**config.mk**
```make
export PLATFORM = sky130hd
export DESIGN_NAME = arb_result_bank
export DESIGN_NICKNAME = d
export VERILOG_FILES = /design/src/design/arb_pkg.sv /design/src/design/arb_result_slot.sv /design/src/design/arb_result_bank.sv
export SDC_FILE = /design/constraint.sdc
export NUM_CORES = 1
export LEC_CHECK = 0
export CORE_UTILIZATION = 40
export CTS_CLUSTER_DIAMETER = 120
export DETAILED_ROUTE_END_ITERATION = 12
export DONT_BUFFER_PORTS = 1
export PLACE_DENSITY = 0.66
export REMOVE_ABC_BUFFERS = 1
export SLEW_MARGIN = 20
export SYNTH_ARGS = -nofsm -noshare
export SYNTH_HDL_FRONTEND = slang
export SYNTH_HIERARCHICAL = 1
export SYNTH_SLANG_ARGS = --single-unit
```
**constraint.sdc**
```tcl
create_clock -name clk -period 12.1 [get_ports clk]
set_clock_uncertainty 0.2 [all_clocks]
set_input_delay 1.21 -clock clk [delete_from_list [all_inputs] [get_ports clk]]
set_output_delay 1.21 -clock clk [all_outputs]
set_load 0.005 [all_outputs]
```
**src/design/arb_pkg.sv**
```systemverilog
// arb_pkg: offsets, field layouts and scaling limits for the adc result register bank.
// assumes byte-wide register reads from a serial management port engine.
package arb_pkg;

  localparam int unsigned ARB_NUM_CH = 7;
  localparam logic [7:0] ARB_OFF_IN1  = 8'h37;
  localparam logic [7:0] ARB_OFF_IN2  = 8'h39;
  localparam logic [7:0] ARB_OFF_BAT  = 8'h3b;
  localparam logic [7:0] ARB_OFF_SYS  = 8'h3d;
  localparam logic [7:0] ARB_OFF_THM  = 8'h3f;
  localparam logic [7:0] ARB_OFF_DIE  = 8'h41;
  localparam logic [7:0] ARB_OFF_DP   = 8'h43;
  localparam logic [7:0] ARB_OFF_LAST = 8'h44;
  localparam logic [15:0] ARB_RESULT_RST = 16'h0000;
  localparam logic [7:0]  ARB_BYTE_RST   = 8'h00;
  localparam logic [7:0]  ARB_UNMAPPED   = 8'h00;
  localparam logic [6:0]  ARB_OFF_RST    = 7'h00;

  // channel index order, also the bit order of the channel-off vector
  typedef enum logic [2:0] {
    ARB_CH_IN1 = 3'b000,
    ARB_CH_IN2 = 3'b001,
    ARB_CH_BAT = 3'b010,
    ARB_CH_SYS = 3'b011,
    ARB_CH_THM = 3'b100,
    ARB_CH_DIE = 3'b101,
    ARB_CH_DP  = 3'b110
  } arb_ch_e;

  // scaling: mv per lsb, full-scale codes (signed two's complement)
  localparam int ARB_MV_PER_LSB   = 1;
  localparam logic signed [15:0] ARB_IN_MAX   = 16'sd30000;
  localparam logic signed [15:0] ARB_BAT_MAX  = 16'sd20000;
  localparam logic signed [15:0] ARB_SYS_MAX  = 16'sd24000;
  localparam logic signed [15:0] ARB_THM_MAX  = 16'sd1023;
  localparam logic signed [15:0] ARB_DIE_MIN  = -16'sd80;
  localparam logic signed [15:0] ARB_DIE_MAX  = 16'sd300;
  localparam logic signed [15:0] ARB_ZERO     = 16'sd0;

  typedef struct packed {
    logic       valid;
    logic [2:0] chan;
    logic [15:0] code;
  } arb_conv_s;

  typedef struct packed {
    logic       rd;
    logic [7:0] addr;
  } arb_rdreq_s;

endpackage : arb_pkg

```
**src/design/arb_result_slot.sv**
```systemverilog
// arb_result_slot: one 16-bit result register with range clamp and channel-off gate.
// assumes conversion strobes are synchronous to clk.
`timescale 1ns/1ps
module arb_result_slot
  import arb_pkg::*;
#(
  parameter logic signed [15:0] LO = 16'sd0,
  parameter logic signed [15:0] HI = 16'sd0
) (
  input  wire logic        clk,
  input  wire logic        rst_n,
  input  wire logic        ce,
  input  wire logic        load,
  input  wire logic        chan_off,
  input  wire logic [15:0] code,
  output logic      [15:0] result_q
);

  logic signed [15:0] code_s;
  logic        [15:0] result_d;

  assign code_s = code;

  // clamp keeps reported codes inside the documented span, in two's complement
  always_comb begin
    if (code_s < LO) begin
      result_d = LO;
    end else if (code_s > HI) begin
      result_d = HI;
    end else begin
      result_d = code;
    end
  end

  // a disabled channel holds its last value rather than zeroing
  always_ff @(posedge clk or negedge rst_n) begin
    if (!rst_n) begin
      result_q <= ARB_RESULT_RST;
    end else if (ce && load && !chan_off) begin
      result_q <= result_d;
    end
  end

endmodule : arb_result_slot

```
**src/design/arb_result_bank.sv**
```systemverilog
// arb_result_bank: read-only adc result registers behind the serial management port.
// assumes the port engine issues one byte read per rd strobe and holds addr stable for it.
`timescale 1ns/1ps
module arb_result_bank
  import arb_pkg::*;
(
  input  wire logic        clk,
  input  wire logic        resetn,
  input  wire logic        ce,
  input  wire logic        reg_reset,
  input  wire logic [6:0]  channel_off,
  input  wire arb_conv_s   conv,
  input  wire arb_rdreq_s  rdreq,
  output logic [7:0]       rd_data_q,
  output logic             rd_valid_q,
  output logic [6:0]       channel_off_q,
  output logic [6:0]       result_fresh_q
);

  logic [1:0]  rst_sync_q;
  logic        rst_n;
  logic [6:0]  channel_off_d;
  logic [15:0] result [ARB_NUM_CH];
  logic [6:0]  load_hit;
  logic [6:0]  high_hit;
  logic [6:0]  fresh_d;
  logic        rd_hit;
  logic        rd_high;
  logic [2:0]  rd_chan;
  logic [15:0] rd_word;
  logic [15:0] snap_q;
  logic [15:0] snap_d;
  logic [7:0]  rd_data_d;
  logic        rd_valid_d;

  // async assert, synchronous release through two flops
  always_ff @(posedge clk or negedge resetn) begin
    if (!resetn) begin
      rst_sync_q <= 2'b00;
    end else begin
      rst_sync_q <= {rst_sync_q[0], 1'b1};
    end
  end
  assign rst_n = rst_sync_q[1];

  // channel-off controls; register reset wins over a request in the same cycle
  always_comb begin
    if (reg_reset) begin
      channel_off_d = ARB_OFF_RST;
    end else begin
      channel_off_d = channel_off;
    end
  end

  always_ff @(posedge clk or negedge rst_n) begin
    if (!rst_n) begin
      channel_off_q <= ARB_OFF_RST;
    end else if (ce) begin
      channel_off_q <= channel_off_d;
    end
  end

  // only the die temperature may read below zero
  function automatic logic signed [15:0] ch_lo(input int i);
    case (i)
      ARB_CH_DIE: ch_lo = ARB_DIE_MIN;
      default:    ch_lo = ARB_ZERO;
    endcase
  endfunction : ch_lo

  function automatic logic signed [15:0] ch_hi(input int i);
    case (i)
      ARB_CH_IN1, ARB_CH_IN2: ch_hi = ARB_IN_MAX;
      ARB_CH_BAT:             ch_hi = ARB_BAT_MAX;
      ARB_CH_SYS:             ch_hi = ARB_SYS_MAX;
      ARB_CH_THM:             ch_hi = ARB_THM_MAX;
      ARB_CH_DIE:             ch_hi = ARB_DIE_MAX;
      default:                ch_hi = 16'sh7fff;
    endcase
  endfunction : ch_hi

  // per-channel strobes; a disabled channel neither loads nor reports fresh data
  for (genvar h = 0; h < ARB_NUM_CH; h++) begin : g_hit
    assign load_hit[h] = conv.valid && (conv.chan == 3'(h)) && !channel_off_q[h];
    assign high_hit[h] = rdreq.rd && (rdreq.addr == ARB_OFF_IN1 + 8'(2 * h));
    // set wins over a clear in the same cycle, so a new result is never reported stale
    assign fresh_d[h]  = load_hit[h] || (result_fresh_q[h] && !high_hit[h]);
  end

  // one slot per channel; signed clamp carries the two's-complement coding
  for (genvar g = 0; g < ARB_NUM_CH; g++) begin : g_slot
    arb_result_slot #(
      .LO (ch_lo(g)),
      .HI (ch_hi(g))
    ) u_slot (
      .clk      (clk),
      .rst_n    (rst_n),
      .ce       (ce),
      .load     (conv.valid && (conv.chan == 3'(g))),
      .chan_off (channel_off_q[g]),
      .code     (conv.code),
      .result_q (result[g])
    );
  end

  // sticky per-channel flag: set on a load, cleared when the high byte is read
  always_ff @(posedge clk or negedge rst_n) begin
    if (!rst_n) begin
      result_fresh_q <= 7'h00;
    end else if (ce) begin
      result_fresh_q <= fresh_d;
    end
  end

  function automatic logic in_bank(input logic [7:0] a);
    in_bank = (a >= ARB_OFF_IN1) && (a <= ARB_OFF_LAST);
  endfunction : in_bank

  function automatic logic [2:0] ch_of(input logic [7:0] a);
    logic [7:0] rel;
    rel   = a - ARB_OFF_IN1;
    ch_of = rel[3:1];
  endfunction : ch_of

  function automatic logic is_high(input logic [7:0] a);
    logic [7:0] rel;
    rel     = a - ARB_OFF_IN1;
    is_high = ~rel[0];
  endfunction : is_high

  // one address decode feeds both the snapshot and the byte mux
  always_comb begin
    rd_hit  = in_bank(rdreq.addr);
    rd_high = is_high(rdreq.addr);
    rd_chan = ch_of(rdreq.addr);
    rd_word = ARB_RESULT_RST;
    if (rd_hit) begin
      rd_word = result[rd_chan];
    end
  end

  // the high byte snapshots the whole word; a conversion between the two reads cannot tear it
  always_comb begin
    snap_d = snap_q;
    if (rdreq.rd && rd_hit && rd_high) begin
      snap_d = rd_word;
    end
  end

  always_ff @(posedge clk or negedge rst_n) begin
    if (!rst_n) begin
      snap_q <= ARB_RESULT_RST;
    end else if (ce) begin
      snap_q <= snap_d;
    end
  end

  // high byte from the live word, low byte from the snapshot; unmapped reads zero
  always_comb begin
    rd_valid_d = rdreq.rd;
    rd_data_d  = rd_data_q;
    if (rdreq.rd) begin
      if (!rd_hit) begin
        rd_data_d = ARB_UNMAPPED;
      end else if (rd_high) begin
        rd_data_d = rd_word[15:8];
      end else begin
        rd_data_d = snap_q[7:0];
      end
    end
  end

  // answer strobe, one cycle after the request
  always_ff @(posedge clk or negedge rst_n) begin
    if (!rst_n) begin
      rd_valid_q <= 1'b0;
    end else if (ce) begin
      rd_valid_q <= rd_valid_d;
    end
  end

  // read byte holds until the next read, so a slow host can still pick it up
  always_ff @(posedge clk or negedge rst_n) begin
    if (!rst_n) begin
      rd_data_q <= ARB_BYTE_RST;
    end else if (ce) begin
      rd_data_q <= rd_data_d;
    end
  end

endmodule : arb_result_bank

```
Word level (Yosys, flattened, before mapping)
Index checks and enable logic that the tools add are counted.
W data, S select, Z words.
{"block": "op_classes", "order_cmp": 11, "eq_ne": 13, "n_mux": 19, "n_bitwise": 2, "reduce_logical": 69, "n_addsub": 1}
{"operator": "$mux W16", "count": 15}
{"operator": "$gt A16 B16 Y1 const B", "count": 4}
{"operator": "$bmux W16 S3", "count": 1}
{"operator": "$logic_and A1 B1 Y1", "count": 45}
{"operator": "$eq A8 B6 Y1 const B", "count": 5}
{"operator": "$eq A8 B7 Y1 const B", "count": 2}
{"operator": "$gt A16 B10 Y1 const B", "count": 1}
{"operator": "$gt A16 B11 Y1 const B", "count": 1}
{"operator": "$lt A16 B1 Y1 const B", "count": 1}
{"operator": "$lt A16 B8 Y1 const B", "count": 1}
{"operator": "$mux W8", "count": 2}
{"operator": "$logic_not A1 Y1", "count": 14}
{"operator": "$eq A3 B3 Y1 const B", "count": 3}
{"operator": "$ge A8 B6 Y1 const B", "count": 1}
{"operator": "$le A8 B7 Y1 const B", "count": 1}
{"operator": "$logic_or A1 B1 Y1", "count": 7}
{"operator": "$mux W7", "count": 1}
{"operator": "$eq A3 B2 Y1 const B", "count": 2}
{"operator": "$ge A4 B4 Y1 const B", "count": 1}
{"operator": "$not A3 Y4", "count": 1}
{"operator": "$reduce_and A2 Y1", "count": 2}
{"operator": "$sub A4 B3 Y4 const B", "count": 1}
{"operator": "$eq A3 B1 Y1 const B", "count": 1}
{"operator": "$logic_not A3 Y1", "count": 1}
{"operator": "$not A1 Y1", "count": 1}
{"block": "totals", "output_inout_bits": 23, "in_bits": 40, "register_bits": 145, "word_cells": 128}

Depth between registers and ports, before layout
{"block": "depth", "depth_word": 8, "ltp_mapped": 10, "ltp_nobuf": 6}

Cells and area by module
Netlist, hierarchy kept.
{"module": "arb_result_bank", "cells_per_inst": 249, "area_per_inst_um2": 2586.2, "n_inst": 1, "seq_area_each_um2": 825.8}
{"module": "arb_result_slot at g_slot[0].u_slot ...", "cells_per_inst": 66, "area_per_inst_um2": 699.4, "n_inst": 2, "seq_area_each_um2": 375.4}
{"module": "arb_result_slot at g_slot[6].u_slot", "cells_per_inst": 51, "area_per_inst_um2": 740.7, "n_inst": 1, "seq_area_each_um2": 375.4}
{"module": "arb_result_slot at g_slot[2].u_slot", "cells_per_inst": 74, "area_per_inst_um2": 729.4, "n_inst": 1, "seq_area_each_um2": 375.4}
{"module": "arb_result_slot at g_slot[5].u_slot", "cells_per_inst": 80, "area_per_inst_um2": 715.7, "n_inst": 1, "seq_area_each_um2": 400.4}
{"module": "arb_result_slot at g_slot[3].u_slot", "cells_per_inst": 58, "area_per_inst_um2": 693.2, "n_inst": 1, "seq_area_each_um2": 375.4}
{"module": "arb_result_slot at g_slot[4].u_slot", "cells_per_inst": 59, "area_per_inst_um2": 689.4, "n_inst": 1, "seq_area_each_um2": 375.4}

Least setup slack after synthesis
OpenSTA, ideal clock, no wires.
{"block": "synth_timing", "path_type": "input port to flip-flop", "startpoint": "input port rdreq[0] (netlist name)", "endpoint": "register snap_q[1]", "setup_slack_ns": 8.481, "cell_stages": 7, "arrival_ns": 3.294, "t_required_ns": 11.775, "setup_ns": 0.125, "n_path_buf": 2, "cell_sequence": "clkbuf_1 clkinv_1 ha_1 buf_6 mux4_2 mux2_2 mux2_4"}
{"block": "synth_via", "elab_chain_cells": 6, "word_cells_on_any_way": 13, "classes_between": "add/sub (1); order compare (2); mux (4); bitwise (2); reduce/logical (4)"}
{"element": "from (decl)", "line_no": "arb_result_bank.sv:13", "source": "input wire arb_rdreq_s rdreq,"}
{"element": "$sub A4 B3 Y4", "line_no": "arb_result_bank.sv:121", "source": "rel = a - ARB_OFF_IN1;"}
{"element": "$not A3 Y4 (not written as such)", "line_no": "arb_result_bank.sv:138", "source": "rd_word = result[rd_chan];"}
{"element": "$bmux W16 S3", "line_no": "arb_result_bank.sv:138"}
{"element": "$mux W16 (not written as such) (2 in series)", "line_no": "arb_result_bank.sv:138"}
{"element": "$mux W16", "line_no": "arb_result_bank.sv:137", "source": "if (rd_hit) begin"}
{"element": "to (signal assigned)", "line_no": "arb_result_bank.sv:154", "source": "snap_q <= snap_d;"}
{"element": "to (decl)", "line_no": "arb_result_bank.sv:31", "source": "logic [15:0] snap_q;"}
Several ways; a longest one is shown, not always the timed one. The select of a mux whose other input is x is not followed.
A chain may end at the register's enable or synchronous reset.

Final worst setup path
{"block": "layout_timing", "startpoint": "input port rdreq[0] (netlist name)", "endpoint": "register snap_q[6]"}
Same word-level chain as after synthesis.

==> impl_summary.log <==
INFO  metric run_status = finished, final reports clean
INFO  metric drive_above_1_share = 16.1%
INFO  metric cp_data_required_time = 12.21 ns
INFO  metric power.share.switching = 25.7%
INFO  metric power_density_normalized_to_cell_area = 162 nW/µm²
INFO  metric total_count_of_hold_check_failures_in_the_final_report = 0
INFO  metric critical_path_depth = 6
INFO  metric synthFlopType = dfrtp_1
INFO  metric fillerInstances = 1686
INFO  metric timing.final.crit_period = 3.33 ns
INFO  metric timing.max_cap.violations = 0
INFO  metric synth_enable_flop_cells = 0
INFO  metric critical_path.slowest_cell = mux4_2
INFO  metric post_synth_cell_types = 66
INFO  metric share_seq_of_total_power = 43.8%
INFO  metric synthCells = 703
INFO  metric floorplan.core_area = 18200 µm²
INFO  metric timing.critical_path.to = snap_q[6]$_DFFE_PN0P_
INFO  metric cts-htree-levels = 4
INFO  metric clock_tree.buffer_depth = 2
INFO  metric worst_setup_path_start_kind = input port
INFO  metric placer_congestion = 0.813
INFO  metric clk-insertion-delay-late = 0.43 ns
INFO  metric maxClockFrequency = 0.301 GHz
INFO  metric arrival_time_worst_endpoint = 3.44 ns
INFO  metric internal-power = 993 µW
INFO  metric first_global_vias = 5737
INFO  metric p_switching = 343 µW
INFO  metric timing.rr.end = g_slot[2].u_slot/result_q[10]$_DFFE_PN0P_
INFO  metric cts_post_setup_buffers_inserted = 0
INFO  metric synthTopCellsByArea = dfrtp_1 46%, nand2_1 5.0%, mux4_2 4.8%
INFO  metric place.detailed.instances = 891
INFO  metric finalSetupViolations = 0
INFO  metric num_rows = 49
INFO  metric number_of_top_level_pins = 63
INFO  metric grt_antenna_before_repair = 0
INFO  metric tightest_slew = 1.14 ns
INFO  metric routed_wl = 20400 µm
INFO  metric synth_most_common_cell = dfrtp_1
INFO  metric synth.cell_area = 7550 µm²
INFO  metric grt.overflow.total = 0
INFO  metric cts_tree = yes
INFO  metric worst_path_top_cell_family_by_delay = multiplexers
INFO  metric path_buf_inv = 2
INFO  metric number_of_nets_in_the_finished_design = 724
INFO  metric drc_errors = 0
INFO  metric netlist.area_leader.share = 46.0%
INFO  metric clock_sinks = 139
INFO  metric critPathLaunch = rdreq[0]
INFO  metric die_area = 19400 µm²
INFO  metric worst_path_largest_cell_delay = 0.59 ns
INFO  metric drtPass1Iterations = 5
INFO  metric fin_cells = 923
INFO  metric clkSlewWorstSetupHoldPaths = 0.06 ns
INFO  metric via_per_inst = 6.12
INFO  metric syn_avg_cell_area = 10.7 µm²
INFO  metric relative_contribution_of_the_clock_network_to_total_power = 42.5%
INFO  metric power.leakage = 3.56 nW
INFO  metric netlist_top_cells_count = 139 x dfrtp_1, 101 x nand2_1, 38 x a21oi_1
INFO  metric cts_inserted_buffers = 17
INFO  metric logic_pwr_share = 13.7%
INFO  metric reg2reg_from = channel_off_q[2]$_DFFE_PN0P_
INFO  metric fin_setup_tns = 0 ns
INFO  metric detailroute.via_count = 5648
INFO  metric yosysWarnings = 6
INFO  metric place_hpwl = 12900 µm
INFO  metric routedWlPerCell = 22.1 µm
INFO  metric ys_seq_elements = 139
INFO  metric detail-route-antenna-nets = 0
INFO  metric r2r_cells = 3
INFO  metric dr.max_layer_used = met4
INFO  metric worstSetupEndpointType = flip-flop
INFO  metric numPortBuffers = 0
INFO  metric synth_top_area_cell = dfrtp_1
INFO  metric antenna_cells_inserted = 0
INFO  metric grt_max_degree = 74
INFO  metric dieWidth = 139 µm
INFO  metric final_clock_period_utilization_by_the_worst_path = 27.5%
INFO  metric min_path_type = reg2reg
INFO  metric fp.dieH = 139 µm
INFO  metric drt-initial-drc-count = 389
INFO  metric met2_layer_wire_length_in_the_routed_design = 9060 µm
INFO  metric crit_type = in2reg
INFO  metric grt_first_pass_wirelength = 32300 µm
INFO  metric timing_max_transition_violations_final = 0
INFO  metric wl_met3 = 1780 µm
INFO  metric slew_headroom = 23.8%
INFO  metric area_delta_synth_final = 8.85%
INFO  metric rrSetupSlack = 9.92 ns
INFO  metric routedLengthMet1 = 9220 µm
INFO  metric grt_util_all_layers = 21.8%
INFO  metric peakVddDrop = 107 µV
INFO  metric asyncSetResetFlopFracSynth = 100%
INFO  metric clock_tree.root_cell = clkbuf_16
INFO  metric cp_cell_sequence = clkinv_1, ha_2, buf_4, mux4_2, mux2_2, mux2_4
INFO  metric synth.yosys.seq_area_share = 46.0%
INFO  metric cts.repair.resized = 0
INFO  metric grt_setup_unrepaired = no
INFO  metric cts_hold_buf = 0
INFO  metric start_util = 41.5%
INFO  metric crit_path_max_fanout = 48
-- registers in the layout, indices dropped and copies added (netlist names) --
signal	count
channel_off_q	7
g_slot.u_slot/result_q	106
rd_data_q	8
rd_valid_q	1
result_fresh_q	7
rst_sync_q	2
snap_q	8
-- layout by cell type, fill, tap and decap left out, types with 4 or more instances in the layout --
| master | synthesis | routed |
|---|---|---|
| o31ai_1 | 20 | 20 |
| mux2_2 | 13 | 13 |
| a22o_1 | 34 | 34 |
| nand2_1 | 101 | 101 |
| dfrtp_1 | 139 | 138 |
| nor3b_1 | 4 | 4 |
| mux2_4 | 18 | 18 |
| nor2_1 | 34 | 34 |
| nor4b_1 | 4 | 4 |
| nand3b_1 | 24 | 24 |
| inv_1 | 15 | 15 |
| o21ai_1 | 11 | 11 |
| o41ai_1 | 4 | 4 |
| nor4_1 | 13 | 13 |
| mux4_2 | 16 | 16 |
| and2_1 | 5 | 5 |
| a21oi_1 | 38 | 38 |
| o21ai_0 | 22 | 22 |
| nand3_1 | 5 | 5 |
| and2b_1 | 7 | 7 |
| conb_1 | 7 | 7 |
| mux2i_1 | 24 | 24 |
| clkbuf_16 | 0 | 17 |
| a211o_1 | 4 | 4 |
| a2bb2oi_1 | 8 | 8 |
| o22ai_1 | 16 | 16 |
| buf_4 | 9 | 6 |
| nand2b_1 | 16 | 16 |
| bufinv_16 | 0 | 4 |
| nor2b_1 | 8 | 8 |
-- final cells by class --
type / count / area, µm² / share of cell area [%]
clock inverters: 13 / 189 / 2.30
inverters: 16 / 60.1 / 0.730
well taps: 229 / 287 / 3.49
clock buffers: 19 / 453 / 5.51
multi-input cells: 501 / 3710 / 45.1
repair buffers: 6 / 45.0 / 0.548
flip-flops and latches: 139 / 3480 / 42.4
-- cell families (layout without fill, tap and decap cells) --
logic type	after synthesis	after routing	synth area share [%]
and+or+nand+nor	247	247	18.0
AOI/OAI and AO/OA	171	171	16.2
DFF	139	139	46.0
muxes	71	71	13.5
buffers and inverters	63	54	5.09
other	7	7	0.348
adders and majority gates	3	3	0.497
xor gates and xnor gates	2	2	0.431
-- layer usage --
metal	vias up	track usage, %
met5	-	0
met2	247	32.3
li1	2507	-
met1	2869	30.1
met4	0	6.90
met3	25	7.05
-- per-stage QoR --
| step | cell area, µm² | hold WS, ns | total power [mW] | util (%) | setup WS, ns |
|---|---|---|---|---|---|
| CTS | 8220 | 0.159 | 1.34 | 45.1 | 8.78 |
| global route | 8220 | 0.167 | 1.39 | 45.2 | 8.63 |
| detailed placement | 7580 | 0.145 | 0.775 | 41.6 | 8.33 |
| finish | 8220 | 0.155 | 1.34 | 45.2 | 8.77 |
| floorplan | 7230 | 0.131 | 0.724 | - | 7.74 |
| global placement | 7580 | 0.141 | 0.765 | 41.6 | 8.39 |
-- worst reg2reg max path, stage by stage (launching register included) --
cell,delay (ns)
dfrtp_1,0.46
nor2_1,0.90
nand2_1,0.29
o311a_2,0.22
-- power groups by stage --
stage | clock [mW] | combinational, mW | sequential, mW
2_1_floorplan | 0 | 0.149 | 0.575
3_3_place_gp | 0 | 0.176 | 0.589
3_5_place_dp | 0 | 0.182 | 0.592
4_1_cts | 0.576 | 0.184 | 0.585
5_1_grt | 0.596 | 0.202 | 0.593
6_report | 0.567 | 0.183 | 0.585
-- worst min path at each step --
stage,from,end,slack [ns],depth (start not counted)
6_report,rst_sync_q[0]$_DFF_PN0_,rst_sync_q[1]$_DFF_PN0_,0.16,0
5_1_grt,rst_sync_q[0]$_DFF_PN0_,rst_sync_q[1]$_DFF_PN0_,0.17,0
4_1_cts,rst_sync_q[0]$_DFF_PN0_,rst_sync_q[1]$_DFF_PN0_,0.16,0
3_5_place_dp,rst_sync_q[0]$_DFF_PN0_,rst_sync_q[1]$_DFF_PN0_,0.15,0
3_3_place_gp,rst_sync_q[0]$_DFF_PN0_,rst_sync_q[1]$_DFF_PN0_,0.14,0
2_1_floorplan,rst_sync_q[0]$_DFF_PN0_,rst_sync_q[1]$_DFF_PN0_,0.13,0
Note: power is estimated with default switching activity, not from simulation.
